### src/design/clk_src_pkg.sv
// constants for the clock-source selector with oscillator watchdog
// assumes one system clock; oscillator and pll clocks arrive as sampled levels
// Operation
// - watchdog runs only in direct or prescaler modes
// - watchdog enabled after any reset
// - disable bit four turns watchdog off
// - enabled watchdog counts free-running pll clocks
// - every oscillator transition clears the counter
// - counter overflows after sixteen pll clocks
// - overflow switches clock, sets failure flag
// - switch is permanent until hardware reset
// - disabled watchdog: oscillator clock, pll off
// - other straps enable pll with factor
// - pll resyncs every factor-th input transition; every 3rd for x1.5, every 5th for x2.5
// - strap codes decode to eight clock modes
package clk_src_pkg;

    // ========================================
    // strap encodings
    localparam logic [2:0] STRAP_MUL4 = 3'h7;
    localparam logic [2:0] STRAP_MUL3 = 3'h6;
    localparam logic [2:0] STRAP_MUL2 = 3'h5;
    localparam logic [2:0] STRAP_MUL5 = 3'h4;
    localparam logic [2:0] STRAP_DIRECT = 3'h3;
    localparam logic [2:0] STRAP_MUL1P5 = 3'h2;
    localparam logic [2:0] STRAP_PRESCALE = 3'h1;
    localparam logic [2:0] STRAP_MUL2P5 = 3'h0;
    localparam logic [2:0] STRAP_RESET = 3'h7;

    // ========================================
    // watchdog and config constants
    localparam int WDOG_OVF_CYCLES = 16;
    localparam int WDOG_DIS_BIT = 4;
    localparam int SYSCFG_WIDTH = 16;
    localparam logic [15:0] SYSCFG_RESET = 16'h0000;

    // ========================================
    // cpu clock source selection, one-hot
    typedef enum logic [2:0] {
        SRC_OSC = 3'b001,
        SRC_PLL_MUL = 3'b010,
        SRC_FREE_RUN = 3'b100
    } clk_src_t;

endpackage : clk_src_pkg

### src/design/clock_source_ctrl.sv
// clock-source control: strap decode, pll enable, oscillator watchdog, switch-over
// assumes osc and pll clock levels are synchronous samples of the pins
`timescale 1ns/1ps
module clock_source_ctrl
    import clk_src_pkg::*;
(
    input wire logic clk_sys_in, // system clock, 20 MHz
    input wire logic rst_n_in, // async hardware reset, active low
    input wire logic [2:0] clock_mode_straps_in, // strap pins, caught after reset
    input wire logic ext_clock_input_pin_in, // sampled oscillator input level
    input wire logic pll_clk_in, // sampled free-running pll clock level
    input wire logic cfg_wr_in, // write strobe, system config
    input wire logic [SYSCFG_WIDTH-1:0] cfg_wdata_in, // write data, system config
    input wire logic irq_clr_in, // clears clock failure flag
    output logic [SYSCFG_WIDTH-1:0] system_config_reg_out, // config register value
    output logic [2:0] clock_mode_out, // latched strap code
    output logic [2:0] cpu_src_out, // one-hot cpu clock source
    output logic pll_enable_out, // pll powered
    output logic pll_resync_out, // pulse: pll resync point
    output logic prescale_en_out, // cpu clock via 2:1 prescaler
    output logic cpu_clk_out, // selected cpu clock level
    output logic clock_fail_irq_out // sticky clock failure request
);
    // ========================================
    // strap capture after reset release
    logic strap_taken_q;
    logic [2:0] mode_q;
    logic [SYSCFG_WIDTH-1:0] syscfg_q;
    clk_src_t src_q;
    clk_src_t src_d;
    logic irq_q;
    logic osc_prev_q;
    logic pll_prev_q;
    logic [2:0] edge_cnt_q;
    logic div_q;
    logic cpu_clk_q;
    clk_src_t clk_sel_q; // source feeding the level, moved only while low
    logic resync_q;

    // ========================================
    // decode
    logic direct_mode;
    logic prescale_mode;
    logic osc_watchdog_disable;
    logic wdog_run;
    logic osc_edge;
    logic pll_tick;
    logic wdog_ovf;
    logic [2:0] resync_div;
    logic resync_hit;
    logic src_level;

    assign direct_mode = (mode_q == STRAP_DIRECT);
    assign prescale_mode = (mode_q == STRAP_PRESCALE);
    assign osc_watchdog_disable = syscfg_q[WDOG_DIS_BIT];
    assign wdog_run = strap_taken_q && (direct_mode || prescale_mode)
                      && !osc_watchdog_disable && (src_q == SRC_OSC);
    assign osc_edge = ext_clock_input_pin_in ^ osc_prev_q;
    assign pll_tick = pll_clk_in && !pll_prev_q;

    // input edges per resync point (half-steps counted on edges)
    assign resync_div = (mode_q == STRAP_MUL4) ? 3'h4 :
                        (mode_q == STRAP_MUL3) ? 3'h3 :
                        (mode_q == STRAP_MUL2) ? 3'h2 :
                        (mode_q == STRAP_MUL5) ? 3'h5 :
                        (mode_q == STRAP_MUL1P5) ? 3'h3 :
                        (mode_q == STRAP_MUL2P5) ? 3'h5 : 3'h1;
    assign resync_hit = osc_edge && (edge_cnt_q == resync_div - 3'h1);

    assign src_d = (src_q == SRC_FREE_RUN) ? SRC_FREE_RUN :
                   wdog_ovf ? SRC_FREE_RUN :
                   (direct_mode || prescale_mode) ? SRC_OSC : SRC_PLL_MUL;

    // prescaler halves the oscillator by toggling on its rising edges
    // the level follows clk_sel_q, not src_q, so a switch never cuts a high phase short
    assign src_level = (clk_sel_q == SRC_FREE_RUN) ? pll_clk_in :
                       (clk_sel_q == SRC_PLL_MUL) ? pll_clk_in :
                       prescale_mode ? div_q : ext_clock_input_pin_in;

    osc_wdog_counter #(
        .OVF_CYCLES(WDOG_OVF_CYCLES)
    ) u_wdog (
        .clk_sys_in(clk_sys_in),
        .rst_n_in(rst_n_in),
        .run_in(wdog_run),
        .pll_tick_in(pll_tick),
        .osc_edge_in(osc_edge),
        .overflow_out(wdog_ovf)
    );

    // straps are a level caught by a clock edge, never by the reset itself
    always_ff @(posedge clk_sys_in or negedge rst_n_in)
    begin
        if (!rst_n_in)
        begin
            strap_taken_q <= 1'b0;
            mode_q <= STRAP_RESET;
        end
        else if (!strap_taken_q)
        begin
            strap_taken_q <= 1'b1;
            mode_q <= clock_mode_straps_in;
        end
    end

    always_ff @(posedge clk_sys_in or negedge rst_n_in)
    begin
        if (!rst_n_in)
            syscfg_q <= SYSCFG_RESET;
        else if (cfg_wr_in)
            syscfg_q <= cfg_wdata_in;
    end

    always_ff @(posedge clk_sys_in or negedge rst_n_in)
    begin
        if (!rst_n_in)
            irq_q <= 1'b0;
        else if (wdog_ovf)
            irq_q <= 1'b1;
        else if (irq_clr_in)
            irq_q <= 1'b0;
    end

    // source state and edge history
    always_ff @(posedge clk_sys_in or negedge rst_n_in)
    begin
        if (!rst_n_in)
        begin
            src_q <= SRC_OSC;
            osc_prev_q <= 1'b0;
            pll_prev_q <= 1'b0;
        end
        else
        begin
            src_q <= strap_taken_q ? src_d : SRC_OSC;
            osc_prev_q <= ext_clock_input_pin_in;
            pll_prev_q <= pll_clk_in;
        end
    end

    // resync edge counter and prescaler divider
    always_ff @(posedge clk_sys_in or negedge rst_n_in)
    begin
        if (!rst_n_in)
        begin
            edge_cnt_q <= 3'h0;
            resync_q <= 1'b0;
            div_q <= 1'b0;
        end
        else
        begin
            if (osc_edge)
                edge_cnt_q <= resync_hit ? 3'h0 : edge_cnt_q + 3'h1;
            resync_q <= resync_hit && (src_q == SRC_PLL_MUL);
            if (osc_edge && ext_clock_input_pin_in)
                div_q <= !div_q;
        end
    end

    // glitch-free switch, change source only while output is low
    always_ff @(posedge clk_sys_in or negedge rst_n_in)
    begin
        if (!rst_n_in)
        begin
            cpu_clk_q <= 1'b0;
            clk_sel_q <= SRC_OSC;
        end
        else
        begin
            cpu_clk_q <= src_level;
            if (!cpu_clk_q)
                clk_sel_q <= src_q;
        end
    end

    // registered outputs
    // pll off when disabled and not needed
    always_ff @(posedge clk_sys_in or negedge rst_n_in)
    begin
        if (!rst_n_in)
        begin
            system_config_reg_out <= SYSCFG_RESET;
            clock_mode_out <= STRAP_RESET;
            cpu_src_out <= SRC_OSC;
            pll_enable_out <= 1'b0;
            prescale_en_out <= 1'b0;
            clock_fail_irq_out <= 1'b0;
        end
        else
        begin
            system_config_reg_out <= syscfg_q;
            clock_mode_out <= mode_q;
            cpu_src_out <= src_q;
            pll_enable_out <= (src_q != SRC_OSC) || wdog_run;
            prescale_en_out <= prescale_mode && (src_q == SRC_OSC);
            clock_fail_irq_out <= irq_q;
        end
    end

    assign cpu_clk_out = cpu_clk_q;
    assign pll_resync_out = resync_q;

    // ========================================
    // checks
    free_run_sticky_a: assert property (@(posedge clk_sys_in) disable iff (!rst_n_in)
        src_q == SRC_FREE_RUN |=> src_q == SRC_FREE_RUN)
        else $error("left free-running source");
    ovf_switch_a: assert property (@(posedge clk_sys_in) disable iff (!rst_n_in)
        wdog_ovf |=> src_q == SRC_FREE_RUN && irq_q ##1 clock_fail_irq_out)
        else $error("overflow did not switch source");
    pll_mode_wdog_a: assert property (@(posedge clk_sys_in) disable iff (!rst_n_in)
        strap_taken_q && !direct_mode && !prescale_mode |-> !wdog_run)
        else $error("watchdog ran in pll mode");
    wdog_disable_a: assert property (@(posedge clk_sys_in) disable iff (!rst_n_in)
        osc_watchdog_disable && src_q == SRC_OSC |=> !pll_enable_out)
        else $error("pll powered while disabled");
    irq_hold_a: assert property (@(posedge clk_sys_in) disable iff (!rst_n_in)
        irq_q && !irq_clr_in |=> irq_q)
        else $error("failure flag dropped");
    pll_on_a: assert property (@(posedge clk_sys_in) disable iff (!rst_n_in)
        src_q == SRC_PLL_MUL |=> pll_enable_out)
        else $error("pll off in multiply mode");
    cfg_reset_a: assert property (@(posedge clk_sys_in) disable iff (!rst_n_in)
        $rose(strap_taken_q) |-> !osc_watchdog_disable || $past(cfg_wr_in))
        else $error("watchdog not enabled after reset");
    disable_bit_a: assert property (@(posedge clk_sys_in) disable iff (!rst_n_in)
        cfg_wr_in && cfg_wdata_in[WDOG_DIS_BIT] |=> !wdog_run)
        else $error("disable bit ignored");
    sel_switch_low_a: assert property (@(posedge clk_sys_in) disable iff (!rst_n_in)
        clk_sel_q != $past(clk_sel_q) |-> !$past(cpu_clk_q))
        else $error("source moved during high phase");

endmodule : clock_source_ctrl

### src/design/osc_wdog_counter.sv
// oscillator watchdog counter: counts pll ticks, cleared by input edges
// assumes tick and edge pulses are one system clock wide
`timescale 1ns/1ps
module osc_wdog_counter
    import clk_src_pkg::*;
#(
    parameter int OVF_CYCLES = WDOG_OVF_CYCLES
)
(
    input wire logic clk_sys_in, // system clock
    input wire logic rst_n_in, // async reset, active low
    input wire logic run_in, // watchdog active
    input wire logic pll_tick_in, // one free-running pll cycle
    input wire logic osc_edge_in, // oscillator transition seen
    output logic overflow_out // count reached overflow
);
    localparam int CW = $clog2(OVF_CYCLES + 1);
    localparam logic [CW-1:0] OVF_LAST = CW'(OVF_CYCLES - 1);

    logic [CW-1:0] count_q;
    logic [CW-1:0] count_d;
    logic ovf_hit;

    // an edge wins over a tick in the same cycle: clock is alive
    // edge clears count
    assign ovf_hit = run_in && pll_tick_in && !osc_edge_in && (count_q == OVF_LAST);
    assign count_d = (!run_in || osc_edge_in) ? '0 :
                     pll_tick_in ? count_q + CW'(1) : count_q;

    always_ff @(posedge clk_sys_in or negedge rst_n_in)
    begin
        if (!rst_n_in)
        begin
            count_q <= '0;
            overflow_out <= 1'b0;
        end
        else
        begin
            count_q <= ovf_hit ? '0 : count_d;
            overflow_out <= ovf_hit;
        end
    end

    // sixteen undisturbed ticks end in an overflow pulse
    ovf_count_a: assert property (@(posedge clk_sys_in) disable iff (!rst_n_in)
        ovf_hit |=> overflow_out && count_q == '0)
        else $error("overflow not reported");
    edge_clear_a: assert property (@(posedge clk_sys_in) disable iff (!rst_n_in)
        osc_edge_in |=> count_q == '0 && !overflow_out)
        else $error("edge did not clear counter");

endmodule : osc_wdog_counter

### config.mk
export PLATFORM = sky130hd
export DESIGN_NAME = clock_source_ctrl
export DESIGN_NICKNAME = d
export VERILOG_FILES = /design/src/design/clk_src_pkg.sv /design/src/design/clock_source_ctrl.sv /design/src/design/osc_wdog_counter.sv
export SDC_FILE = /design/constraint.sdc
export NUM_CORES = 1
export LEC_CHECK = 0
export ABC_AREA = 1
export BUFFER_PORTS_ARGS = -buffer_cell sky130_fd_sc_hd__buf_2
export CORE_ASPECT_RATIO = 1.1
export CORE_MARGIN = 5
export CORE_UTILIZATION = 55
export CTS_BUF_LIST = sky130_fd_sc_hd__clkbuf_2
export CTS_CLUSTER_DIAMETER = 80
export DETAILED_ROUTE_END_ITERATION = 6
export GPL_TIMING_DRIVEN = 0
export PLACE_DENSITY = 0.9
export SYNTH_ARGS = -nofsm -noshare
export SYNTH_HDL_FRONTEND = slang
export SYNTH_SLANG_ARGS = --single-unit
### constraint.sdc
create_clock -name clk_sys_in -period 2.3 [get_ports clk_sys_in]
set_input_delay 0.23 -clock clk_sys_in [delete_from_list [all_inputs] [get_ports clk_sys_in]]
set_output_delay 0.23 -clock clk_sys_in [all_outputs]
set_load 0.03 [all_outputs]
==> metrics.log, run 1 <==
INFO  metric outcome = finished clean
INFO  metric worstPathMaxFanout = 5
INFO  metric timing_worst_setup_path_type = reg -> reg
INFO  metric firstDrtPassIters = 4
INFO  metric htree_levels = 3
INFO  metric floorplan.die.height = around 80 um
INFO  metric final.period_utilization = approximately 80%
INFO  metric drt_first_iter_violations = roughly 110
INFO  metric nFillCells = slightly below 300
INFO  metric dr_wl_met3 = about 240 um
INFO  metric power_switching = roughly 780 uW
INFO  metric top_layer = met4
INFO  metric endpoint_kind = flop
INFO  metric syn-instance-count = 200
INFO  metric tritoncts_clock_tree = yes
INFO  metric share_clk_of_total_power = about 22%
INFO  metric drtAntennaViolNets = 0
INFO  metric floorplan.die_area = around 0.006 mm^2
INFO  metric final-max-slew-violation-count = 0
INFO  metric finalHoldViolations = 0
INFO  metric synthDistinctLibCells = 29
INFO  metric final_global_route_overflow_total = 0
INFO  metric avgRoutedWirePerCell = 13.99 um
INFO  metric critical_path_required = 2.66 ns
INFO  metric drc = 0
INFO  metric drt_wl_total = 4.799 mm
INFO  metric grt_max_degree = 67
INFO  metric synth_seq_area_share = between 60% and 70%
INFO  metric min_path_type = in -> reg
INFO  metric cell_internal_power_dissipation = ~1600 uW
INFO  metric dp_hpwl = between 3 and 4 mm
INFO  metric number_of_maximum_capacitance_constraint_violations = 0
INFO  metric core.rowCount = 25
INFO  metric number_of_antenna_violations_at_the_first_check_in_global_routing = 0
INFO  metric worst_r2r_src = mode_q[0]
INFO  metric syn-cell-area = 0.002467 mm^2
INFO  metric vdd_ir_drop_max = 510.1 uV
INFO  metric hold_path_depth = 2
INFO  metric power.share.switching = approximately 32%
INFO  metric cts_sinks = 66
INFO  metric wirelength_met1 = 1.823 mm
INFO  metric cts_buffers = 9
INFO  metric min_from = cfg_wr_in
INFO  metric numPortBuffers = 50
INFO  metric reg2reg_slack = 0.45 ns
INFO  metric power_frac_seq = between 50% and 60%
INFO  metric post_cts_resize_count = 0
INFO  metric floorplan.die.width = about 74 um
INFO  metric avgSynthCellArea = around 12 um^2
INFO  metric syn_nets = 230
INFO  metric worst_hold_slack = 0.1331 ns
INFO  metric grt_pass1_wl = between 8 and 9 mm
INFO  metric yosys_register_bits = 66
INFO  metric fin_nets = 314
INFO  metric power_leakage = approximately 0.0015 uW
INFO  metric timing.fmax = between 0.5 and 0.6 GHz
INFO  metric timing.clock.skew = about 0.038 ns
INFO  metric globalplace.congestion = roughly 0.76
INFO  metric crit_path_start_kind = flop
INFO  metric netlist.top_cell.by_area = sky130_fd_sc_hd__dfrtp_1
INFO  metric drive_gt1_share = a little under a third
INFO  metric yosys-top-cells-area = sky130_fd_sc_hd__dfrtp_1, sky130_fd_sc_hd__dfstp_2, sky130_fd_sc_hd__mux2_1
INFO  metric worst_pin_slew = approximately 0.78 ns
INFO  metric num_io_pins = 52
INFO  metric power_per_cell_area = slightly below 800 mW/mm^2
INFO  metric yosys_warnings = 0
INFO  metric ctsRootBufferMaster = sky130_fd_sc_hd__clkbuf_2
INFO  metric synthDominantCellAreaShare = 57.81%
INFO  metric reg2reg_to = edge_cnt_q[0]
INFO  metric holdBufCountCts = 22
INFO  metric floorplan.initialDensity = about 57%
INFO  metric post_drt_via_cell_ratio = 4.904
INFO  metric power.total = 2427 uW
INFO  metric vias = around 1700
INFO  metric diodes = 0
INFO  metric grt_pass1_vias = around 1800
INFO  metric cts-root-to-sink-buffers = 2
INFO  metric cts_post_setup_buffers_inserted = 0
INFO  metric p_comb_share = between 15 and 20%
INFO  metric rsz0062_at_grt = false
INFO  metric final.setup.tns = 0 ns
INFO  metric timing.final.setup_violations = 0
INFO  metric worst_setup_hold_path_clk_slew = between 0.15 and 0.2 ns
INFO  metric core = 0.004317 mm^2
INFO  metric period_needed = between 1.5 and 2 ns
INFO  metric clock_insertion_delay_worst_skew = between 0.4 and 0.5 ns
INFO  metric relSlewSlack = between 40 and 50%
INFO  metric wl_met2 = around 2.6 mm
INFO  metric arrival = 2.21 ns
INFO  metric whs_endpoint = syscfg_q[7]
INFO  metric r2r.worst_path.cells = 11
INFO  metric area_growth_syn_to_layout = 25.71%
INFO  metric grt_util_all_layers = about a fifth
==> cells in the mapped netlist, drive strengths merged <==
master	count
buf	2
o211ai	1
a21oi	2
nor2	10
and3	1
nand2	39
or2	1
clkinv	1
nor3	2
dfstp	9
a21boi	1
nand4	1
xor2	3
mux2	15
inv	23
xnor2	4
conb	1
ha	5
nand3	5
o21ai	17
dfrtp	57
==> worst max-delay path by stage <==
| stage | startpoint | endpoint | slack, ns | cells after the start |
|---|---|---|---|---|
| finish | mode_q[0] | edge_cnt_q[0] | 0.45 | 11 |
| global route | mode_q[0] | edge_cnt_q[0] | 0.25 | 11 |
| CTS | mode_q[0] | edge_cnt_q[0] | 0.48 | 11 |
| detailed placement | mode_q[0] | edge_cnt_q[1] | 0.51 | 11 |
| global placement | mode_q[0] | edge_cnt_q[1] | 0.55 | 11 |
| floorplan | mode_q[0] | edge_cnt_q[0] | 0.67 | 11 |
==> sequential cells by signal (all words and copies together) (netlist names), 3 cells and up <==
| name | count |
|---|---|
| syscfg_q | 16 |
| system_config_reg_out | 16 |
| u_wdog.count_q | 5 |
| clk_sel_q | 3 |
| clock_mode_out | 3 |
| cpu_src_out | 3 |
| edge_cnt_q | 3 |
| mode_q | 3 |
| src_q | 3 |
==> critical path: stages (launching register included) <==
cell and delay [ns]:
sky130_fd_sc_hd__dfstp_2 0.61, sky130_fd_sc_hd__nand2_1 0.15, sky130_fd_sc_hd__nand2_1 0.09, sky130_fd_sc_hd__o21ai_0 0.08, sky130_fd_sc_hd__ha_1 0.30, sky130_fd_sc_hd__nor2_1 0.05
sky130_fd_sc_hd__nor2_1 0.08, sky130_fd_sc_hd__nand2_1 0.07, sky130_fd_sc_hd__nor2_2 0.13, sky130_fd_sc_hd__nand2_2 0.09, sky130_fd_sc_hd__nand2_1 0.06, sky130_fd_sc_hd__nand2_1 0.05
==> cell type report <==
cell class | instances | area, um^2 | area share (%)
plain buffers | 2 | 16.27 | 0.5244
clock buffers | 10 | 50.05 | 1.614
clock inverters | 6 | 33.78 | 1.089
inverters | 24 | 90.09 | 2.904
multi-input cells | 108 | 698.2 | 22.51
flip-flops and latches | 66 | 1663 | 53.61
well taps | 54 | 67.56 | 2.178
repair buffers | 73 | 483.0 | 15.57
==> power groups by stage <==
stage,clock network [uW],logic (uW),registers (uW)
floorplan,0,226,1510
global placement,0,436,1420
detailed placement,0,452,1430
CTS,545,483,1410
global route,605,544,1430
finish,533,483,1410
==> per-stage QoR <==
step	cells	cell area (um^2)	worst slack [ns]	util, %
6_report	343	3102	0.4503	71.86
5_1_grt	343	3102	0.2470	71.86
4_1_cts	342	3089	0.4805	71.57
3_5_place_dp	304	2785	0.5096	64.52
3_3_place_gp	304	2785	0.5459	64.52
2_1_floorplan	200	2467	0.6659	-
==> layer usage <==
| metal | GRT usage [%] | vias up |
|---|---|---|
| li1 | - | 804 |
| met1 | 20.42 | 815 |
| met2 | 32.27 | 49 |
| met3 | 4.756 | 14 |
| met4 | 11.05 | 0 |
| met5 | 0 | - |
==> kinds of logic after synthesis <==
kind of cell / synth area share [%]
flip-flops: 67.39
AO/OA/AOI/OAI: 4.463
AND/OR/NAND/NOR: 11.82
adder cells (fa/ha/maj): 2.535
other: 0.1520
multiplexers: 6.846
XOR/XNOR: 2.485
buffers and inverters: 4.310
==> cells in the final DEF, fill, tap and decap left out, types with 2 or more instances in the layout <==
master,synthesis,layout
sky130_fd_sc_hd__clkinv_1,1,2
sky130_fd_sc_hd__nand3_1,3,3
sky130_fd_sc_hd__xor2_1,3,3
sky130_fd_sc_hd__buf_2,1,50
sky130_fd_sc_hd__inv_2,4,4
sky130_fd_sc_hd__clkbuf_2,0,10
sky130_fd_sc_hd__inv_1,19,19
sky130_fd_sc_hd__nand2_1,38,38
sky130_fd_sc_hd__nand3_2,2,2
sky130_fd_sc_hd__dfrtp_1,57,57
sky130_fd_sc_hd__nor2_1,7,7
sky130_fd_sc_hd__clkinvlp_4,0,2
sky130_fd_sc_hd__o21ai_1,7,7
sky130_fd_sc_hd__dfstp_2,9,9
sky130_fd_sc_hd__clkinv_2,0,3
sky130_fd_sc_hd__mux2_1,15,15
sky130_fd_sc_hd__a21oi_1,2,2
sky130_fd_sc_hd__nor3_1,2,2
sky130_fd_sc_hd__dlygate4sd3_1,0,23
sky130_fd_sc_hd__o21ai_0,10,10
sky130_fd_sc_hd__ha_1,5,5
sky130_fd_sc_hd__xnor2_1,4,4
(Power assumes the default switching activity.)
==> run 2, diff against run 1 <==
--- a/config.mk
+++ b/config.mk
@@ -9,12 +9,12 @@
 export BUFFER_PORTS_ARGS = -buffer_cell sky130_fd_sc_hd__buf_2
 export CORE_ASPECT_RATIO = 1.1
 export CORE_MARGIN = 5
-export CORE_UTILIZATION = 55
+export CORE_UTILIZATION = 50
 export CTS_BUF_LIST = sky130_fd_sc_hd__clkbuf_2
 export CTS_CLUSTER_DIAMETER = 80
 export DETAILED_ROUTE_END_ITERATION = 6
 export GPL_TIMING_DRIVEN = 0
-export PLACE_DENSITY = 0.9
+export PLACE_DENSITY = 0.87
 export SYNTH_ARGS = -nofsm -noshare
 export SYNTH_HDL_FRONTEND = slang
 export SYNTH_SLANG_ARGS = --single-unit
==> constraint.sdc (replaced) <==
create_clock -name clk_sys_in -period 1.65 [get_ports clk_sys_in]
set_input_delay 0.165 -clock clk_sys_in [delete_from_list [all_inputs] [get_ports clk_sys_in]]
set_output_delay 0.165 -clock clk_sys_in [all_outputs]
set_load 0.03 [all_outputs]
==> run 2 against run 1 <==
Compared with the run above:
- the run now ends with setup timing left
- clock skew fell by 0.020 ns
- sequential share of layout area fell by 1.4 points
- worst hold slack lost 0.078 ns
- highest routed layer unchanged
- critical endpoint unchanged
- final cell count up 1.7%
- critical path depth did not move
- maximum frequency increased by 8.1%
- non-clock buffer count up 4
- setup slack worse by 0.51 ns
==> metrics.log, run 2 (synthesis gave the netlist of run 1 again) <==
INFO  metric firstDrtPassIters = 4 (unchanged)
INFO  metric critical-path-max-stage-delay = 0.61 ns (about the same)
INFO  metric floorplan.die.height = 83.68 um (+4.3%)
INFO  metric outcome = complete, but fails checks
INFO  metric vias = 1696 (+0.83%)
INFO  metric timing.clock.skew = 0.01866 ns (-0.01954 ns)
INFO  metric layout.cells.most_common_list = sky130_fd_sc_hd__dfrtp_1, sky130_fd_sc_hd__buf_2, sky130_fd_sc_hd__nand2_1
INFO  metric num_io_pins = 52 (unchanged)
INFO  metric min_path_type = in -> reg
INFO  metric r2r.worst_path.cells = 11 (unchanged)
INFO  metric grt_pass1_vias = 1804 (+0.56%)
INFO  metric final-max-slew-violation-count = 0 (unchanged)
INFO  metric avgRoutedWirePerCell = 14.28 um (+2.0%)
INFO  metric place_ws = -0.1713 ns (-0.6809 ns)
INFO  metric ctsRootBufferMaster = sky130_fd_sc_hd__clkbuf_2
INFO  metric crit_path_start_kind = flop
INFO  metric min_from = cfg_wr_in
INFO  metric vdd_ir_drop_max = 490.7 uV (-3.8%)
INFO  metric drc = 0 (unchanged)
INFO  metric core.rowCount = 26 (+4.0%)
INFO  metric cts_sinks = 66 (unchanged)
INFO  metric relSlewSlack = 47.58% (-0.57 points)
INFO  metric grt_pass1_wl = 8.245 mm (+1.3%)
INFO  metric worst_r2r_src = mode_q[0]
INFO  metric core = 0.004717 mm^2 (+9.3%)
INFO  metric floorplan.die.width = 76.98 um (+4.2%)
INFO  metric violations = setup timing
INFO  metric endpoint_kind = flop
INFO  metric number_of_maximum_capacitance_constraint_violations = 0 (unchanged)
INFO  metric diodes = 0 (unchanged)
INFO  metric timing_worst_setup_path_type = reg -> reg
INFO  metric clock_insertion_delay_worst_skew = 0.47 ns (about the same)
INFO  metric finalHoldViolations = 0 (unchanged)
INFO  metric timing.critical_path.buf_inv = 0 (unchanged)
INFO  metric htree_levels = 3 (unchanged)
INFO  metric worst_setup_hold_path_clk_slew = 0.18 ns (about the same)
INFO  metric final_global_route_overflow_total = 0 (unchanged)
INFO  metric timing.critical_path.cells = nand2_4 -> nand2_1 -> o21ai_1 -> ha_1 -> nor2_1 -> nor2_1 -> nand2_1 -> nor2_2 -> nand2_2 -> nand2_1 -> nand2_1
INFO  metric drive_gt1_share = 31.74% (+1.6 points)
INFO  metric final.period_utilization = 103.7% (+23 points)
INFO  metric worst_pin_slew = 0.7863 ns (+0.008550 ns)
INFO  metric utilization = 67.56% (-4.3 points)
INFO  metric hold_path_depth = 2 (unchanged)
INFO  metric period_needed = 1.711 ns (-0.1391 ns)
INFO  metric reg2reg_to = edge_cnt_q[0]
INFO  metric grt_max_degree = 67 (unchanged)
INFO  metric floorplan.die_area = 0.006441 mm^2 (+8.7%)
INFO  metric worst_path_dominant_cell_family = simple AND/OR/NAND/NOR gates
INFO  metric fin_nets = 318 (+1.3%)
INFO  metric power.total = 3733 uW (+54%)
INFO  metric rsz0062_at_grt = true
INFO  metric area_growth_syn_to_layout = 29.16%
INFO  metric arrival = 2.10 ns (-0.11 ns)
INFO  metric post_drt_via_cell_ratio = 4.860 (-0.90%)
INFO  metric whs_endpoint = syscfg_q[6]
INFO  metric worstPathMaxFanout = 4 (-1)
INFO  metric worst_path_most_repeated_cell = sky130_fd_sc_hd__nand2_1
INFO  metric reg2reg_slack = -0.06 ns (-0.51 ns)
INFO  metric numPortBuffers = 50 (unchanged)
INFO  metric drtAntennaViolNets = 0 (unchanged)
INFO  metric timing.fmax = 0.5846 GHz (+8.1%)
INFO  metric drt_wl_total = 4.982 mm (+3.8%)
INFO  metric grt_util_all_layers = 16.50% (-2.2 points)
INFO  metric number_of_antenna_violations_at_the_first_check_in_global_routing = 0 (unchanged)
INFO  metric floorplan.initialDensity = 52.31% (-4.9 points)
INFO  metric power_leakage = 0.001600 uW (+3.5%)
INFO  metric critical_path_required = 2.04 ns (-0.62 ns)
INFO  metric tritoncts_clock_tree = yes
INFO  metric dp_hpwl = 3.102 mm (+0.53%)
INFO  metric final.setup.tns = -0.1244 ns (-0.1244 ns)
INFO  metric slowest_stage_cell_cp = sky130_fd_sc_hd__dfstp_2
INFO  metric power_per_cell_area = 1172 mW/mm^2 (+50%)
INFO  metric cts_buffers = 9 (unchanged)
INFO  metric regs_by_ff_count = syscfg_q (16), system_config_reg_out (16), u_wdog.count_q (5)
INFO  metric timing.final.ws_setup = -0.06059 ns (-0.5109 ns)
INFO  metric timing.final.setup_violations = 3 (+3)
INFO  metric cts-root-to-sink-buffers = 2 (unchanged)
INFO  metric globalplace.congestion = 0.7698 (+1.3%)
INFO  metric worst_hold_slack = 0.05560 ns (-0.07750 ns)
INFO  metric drt_first_iter_violations = 71 (-38%)
INFO  metric most_common_cell_after_layout_fill_and_taps_aside = sky130_fd_sc_hd__dfrtp_1
## run 2: cell count changes in the layout (fill, tap and decap cells not counted), moves of 2 or more
cell	delta
sky130_fd_sc_hd__buf_4	+4
sky130_fd_sc_hd__clkbuf_2	+3
sky130_fd_sc_hd__clkinv_2	-3
sky130_fd_sc_hd__bufinv_16	+2
sky130_fd_sc_hd__clkinvlp_4	-2
## run 2: routing by layer
metal / routed length, um / GRT usage, % / vias up
met1: 1858 / 16.69 / 827
li1: - / - / 812
met4: 154 / 9.531 / 0
met5: 0 / 0 / -
met2: 2742 / 29.73 / 41
met3: 226 / 4.644 / 16
## run 2: worst max-delay path by stage
stage | startpoint | to | slack [ns] | cells after the start
2_1_floorplan | mode_q[0] | edge_cnt_q[0] | 0.02 | 11
3_3_place_gp | mode_q[0] | edge_cnt_q[1] | -0.11 | 11
3_5_place_dp | mode_q[0] | edge_cnt_q[0] | -0.17 | 11
4_1_cts | mode_q[0] | edge_cnt_q[0] | -0.04 | 11
5_1_grt | mode_q[0] | edge_cnt_q[0] | -0.20 | 11
6_report | mode_q[0] | edge_cnt_q[0] | -0.06 | 11
## run 2: layout make-up
type,instances,area (um^2)
flip-flops and latches,66,1663
fillers,323,1530
clock inverters,3,63.81
multi-input cells,108,705.7
clock buffers,13,65.06
plain buffers,2,16.27
inverters,24,90.09
well taps,56,70.07
repair buffers,77,513.0
## run 2: power by group
part / switching (uW) / total (uW) / leakage [uW] / internal, uW
clock: 544 / 1070 / 0.0000838 / 525
combinational: 423 / 703 / 0.000722 / 281
sequential: 132 / 1960 / 0.000794 / 1830
## run 2: timing repair
| item | in CTS | in global routing |
|---|---|---|
| cloned | 0 | 0 |
| endpoints found under the hold margin | 23 | 57 |
| setup endpoints to repair | 4 | 4 |
| pin swaps | 6 | 4 |
| hold buffers | 22 | 1 |
| resized for setup | 3 | 1 |
| buffers inserted | 3 | 1 |
## run 2: worst register-to-register path, stage by stage, from the launching register on
cell                      delay (ns)
sky130_fd_sc_hd__dfstp_2        0.61
sky130_fd_sc_hd__nand2_4        0.06
sky130_fd_sc_hd__nand2_1        0.05
sky130_fd_sc_hd__o21ai_1        0.06
sky130_fd_sc_hd__ha_1           0.30
sky130_fd_sc_hd__nor2_1         0.05
sky130_fd_sc_hd__nor2_1         0.09
sky130_fd_sc_hd__nand2_1        0.08
sky130_fd_sc_hd__nor2_2         0.14
sky130_fd_sc_hd__nand2_2        0.09
sky130_fd_sc_hd__nand2_1        0.06
sky130_fd_sc_hd__nand2_1        0.05
## run 2: per-stage QoR
step	std cells	instance area, um^2
finish	349	3187
global route	349	3187
CTS	347	3167
detailed placement	306	2788
global placement	306	2788
floorplan	200	2467
==> run 3, diff against run 2 <==
--- a/config.mk
+++ b/config.mk
@@ -8,7 +8,7 @@
 export ABC_AREA = 1
 export BUFFER_PORTS_ARGS = -buffer_cell sky130_fd_sc_hd__buf_2
 export CORE_ASPECT_RATIO = 1.1
-export CORE_MARGIN = 5
+export CORE_MARGIN = 4
 export CORE_UTILIZATION = 50
 export CTS_BUF_LIST = sky130_fd_sc_hd__clkbuf_2
 export CTS_CLUSTER_DIAMETER = 80
==> run 3 against run 2 <==
Compared with the run above:
- the flow still finishes with violations (setup timing)
- via count decreased by 0.29%
- critical path depth unchanged
- first-iteration DRC count increased by 110%
- critical path type unchanged
- largest cell class unchanged
- largest power group unchanged
==> metrics.log, run 3 (synthesis gave the netlist of run 1 again) <==
INFO  metric relSlewSlack = 48.31% (+0.73 points)
INFO  metric grt_pass1_vias = 1724 (-4.4%)
INFO  metric regs_by_ff_count = syscfg_q (16), system_config_reg_out (16), u_wdog.count_q (5)
INFO  metric floorplan.die.height = 81.68 um (-2.4%)
INFO  metric reg2reg_to = edge_cnt_q[1]
INFO  metric finalHoldViolations = 0 (unchanged)
INFO  metric endpoint_kind = flop
INFO  metric tritoncts_clock_tree = yes
INFO  metric instances_no_fill = 352 (+0.86%)
INFO  metric worstPathMaxFanout = 4 (unchanged)
INFO  metric drtAntennaViolNets = 0 (unchanged)
INFO  metric vias = 1691 (-0.29%)
INFO  metric outcome = complete, but fails checks
INFO  metric power.share.switching = 31.04% (+1.6 points)
INFO  metric core.rowCount = 26 (unchanged)
INFO  metric placedCellCount = 306 (unchanged)
INFO  metric final_design_area_no_fill = 0.003228 mm^2 (+1.3%)
INFO  metric avgRoutedWirePerCell = 14.90 um (+4.4%)
INFO  metric hold_path_depth = 2 (unchanged)
INFO  metric vdd_ir_drop_max = 498.8 uV (+1.7%)
INFO  metric drt_first_iter_violations = 150 (+110%)
INFO  metric power_per_cell_area = 1129 mW/mm^2 (-3.6%)
INFO  metric reg2reg_slack = -0.03 ns (+0.03 ns)
INFO  metric timing.clock.skew = 0.03362 ns (+0.01495 ns)
INFO  metric worst_r2r_src = mode_q[0]
INFO  metric grt_max_degree = 67 (unchanged)
INFO  metric numPortBuffers = 50 (unchanged)
INFO  metric post_dp_cell_area = 0.002788 mm^2 (unchanged)
INFO  metric htree_levels = 3 (unchanged)
INFO  metric floorplan.initialDensity = 52.31% (unchanged)
INFO  metric r2r.worst_path.cells = 11 (unchanged)
INFO  metric timing.fmax = 0.5966 GHz (+2.1%)
INFO  metric min_from = cfg_wr_in
INFO  metric most_common_cell_after_layout_fill_and_taps_aside = sky130_fd_sc_hd__dfrtp_1
INFO  metric critical_path_required = 2.01 ns (-0.03 ns)
INFO  metric timing.critical_path.buf_inv = 0 (unchanged)
INFO  metric period_needed = 1.676 ns (-0.03444 ns)
INFO  metric slowest_stage_cell_cp = sky130_fd_sc_hd__dfstp_2
INFO  metric worst_path_most_repeated_cell = sky130_fd_sc_hd__nand2_1
INFO  metric cell_internal_power_dissipation = 2514 uW (-4.6%)
INFO  metric timing.final.ws_setup = -0.02614 ns (+0.03444 ns)
INFO  metric floorplan.die_area = 0.006124 mm^2 (-4.9%)
INFO  metric place_ws = -0.1792 ns (-0.007931 ns)
INFO  metric p_comb_share = 20.4% (+1.6 points)
INFO  metric drive_gt1_share = 35.14% (+3.4 points)
INFO  metric final-max-slew-violation-count = 0 (unchanged)
INFO  metric cts-root-to-sink-buffers = 2 (unchanged)
INFO  metric share_clk_of_total_power = 25.6% (-3.0 points)
INFO  metric power_leakage = 0.001606 uW (+0.36%)
INFO  metric diodes = 0 (unchanged)
INFO  metric violations = setup timing
INFO  metric power_switching = 1131 uW (+3.0%)
INFO  metric final.period_utilization = 101.6% (-2.1 points)
INFO  metric clock_insertion_delay_worst_skew = 0.48 ns (about the same)
INFO  metric floorplan.die.width = 74.98 um (-2.6%)
INFO  metric power_frac_seq = 54.1% (+1.6 points)
INFO  metric area_growth_syn_to_layout = 30.83%
INFO  metric cts_buffers = 9 (unchanged)
INFO  metric dp_hpwl = 2.901 mm (-6.5%)
INFO  metric drc = 0 (unchanged)
INFO  metric grt_pass1_wl = 8.211 mm (-0.41%)
INFO  metric number_of_antenna_violations_at_the_first_check_in_global_routing = 0 (unchanged)
INFO  metric worst_pin_slew = 0.7754 ns (-0.01094 ns)
INFO  metric globalplace.congestion = 0.7720 (+0.29%)
INFO  metric min_path_type = in -> reg
INFO  metric timing.critical_path.cells = nand2_4 -> nand2_4 -> o21ai_4 -> ha_4 -> nor2_2 -> nor2_1 -> nand2_1 -> nor2_2 -> nand2_2 -> nand2_1 -> nand2_1
INFO  metric whs_endpoint = syscfg_q[9]
INFO  metric arrival = 2.04 ns (-0.06 ns)
INFO  metric drt_wl_total = 5.246 mm (+5.3%)
INFO  metric grt_util_all_layers = 19.24% (+2.7 points)
INFO  metric crit_path_start_kind = flop
INFO  metric core = 0.004717 mm^2 (unchanged)
INFO  metric critical-path-max-stage-delay = 0.62 ns (about the same)
INFO  metric worst_path_dominant_cell_family = simple AND/OR/NAND/NOR gates
INFO  metric post_drt_via_cell_ratio = 4.804 (-1.1%)
INFO  metric timing_worst_setup_path_type = reg -> reg
INFO  metric worst_setup_hold_path_clk_slew = 0.18 ns (about the same)
INFO  metric firstDrtPassIters = 4 (unchanged)
INFO  metric power.total = 3645 uW (-2.4%)
INFO  metric final.setup.tns = -0.04895 ns (+0.07541 ns)
INFO  metric cts_sinks = 66 (unchanged)
INFO  metric ctsRootBufferMaster = sky130_fd_sc_hd__clkbuf_2
INFO  metric number_of_maximum_capacitance_constraint_violations = 0 (unchanged)
INFO  metric layout.cells.most_common_list = sky130_fd_sc_hd__dfrtp_1, sky130_fd_sc_hd__buf_2, sky130_fd_sc_hd__nand2_1
INFO  metric timing.final.setup_violations = 2 (-1)
INFO  metric fin_nets = 321 (+0.94%)
INFO  metric rsz0062_at_grt = true
INFO  metric num_io_pins = 52 (unchanged)
INFO  metric final_global_route_overflow_total = 0 (unchanged)
[run 3: metal layers]
| layer | track usage (%) | share of wire [%] |
|---|---|---|
| met5 | 0 | 0 |
| met3 | 5.998 | 4.2 |
| met2 | 34.84 | 55 |
| met4 | 11.03 | 3.2 |
| met1 | 18.92 | 38 |
[run 3: cell type report]
cell class,count,area [um^2]
fillers,318,1489
clock inverters,2,33.78
inverters,24,90.09
well taps,56,70.07
plain buffers,2,16.27
clock buffers,14,70.07
multi-input cells,108,749.5
flip-flops and latches,66,1663
repair buffers,80,535.5
[run 3: how the worst max path moves through the flow]
stage	endpoint	start	cells after the start	slack, ns
2_1_floorplan	edge_cnt_q[0]	mode_q[0]	11	0.02
3_3_place_gp	edge_cnt_q[1]	mode_q[0]	11	-0.11
3_5_place_dp	edge_cnt_q[0]	mode_q[0]	11	-0.18
4_1_cts	edge_cnt_q[0]	mode_q[0]	11	-0.02
5_1_grt	edge_cnt_q[0]	mode_q[0]	11	-0.10
6_report	edge_cnt_q[1]	mode_q[0]	11	-0.03
[run 3: repair_timing]
action,4_1_cts,5_1_grt
endpoints found under the hold margin,24,57
setup endpoints to repair,4,4
buffers inserted,5,2
resized for setup,7,8
pin swaps,4,2
hold buffers,22,1
[run 3: power by group through the flow]
stage	sequential (uW)	clock, uW	combinational (uW)
floorplan	2100	0	314
global placement	1980	0	606
detailed placement	1990	0	632
CTS	1960	903	697
global route	1990	1030	813
finish	1970	932	742
[run 3: through the flow]
step                utilization [%]  hold WS [ns]
floorplan                         -       -0.1306
global placement              59.10        0.2882
detailed placement            59.10        0.2977
CTS                           67.11       0.01331
global route                  68.44      0.007780
finish                        68.44       0.06492
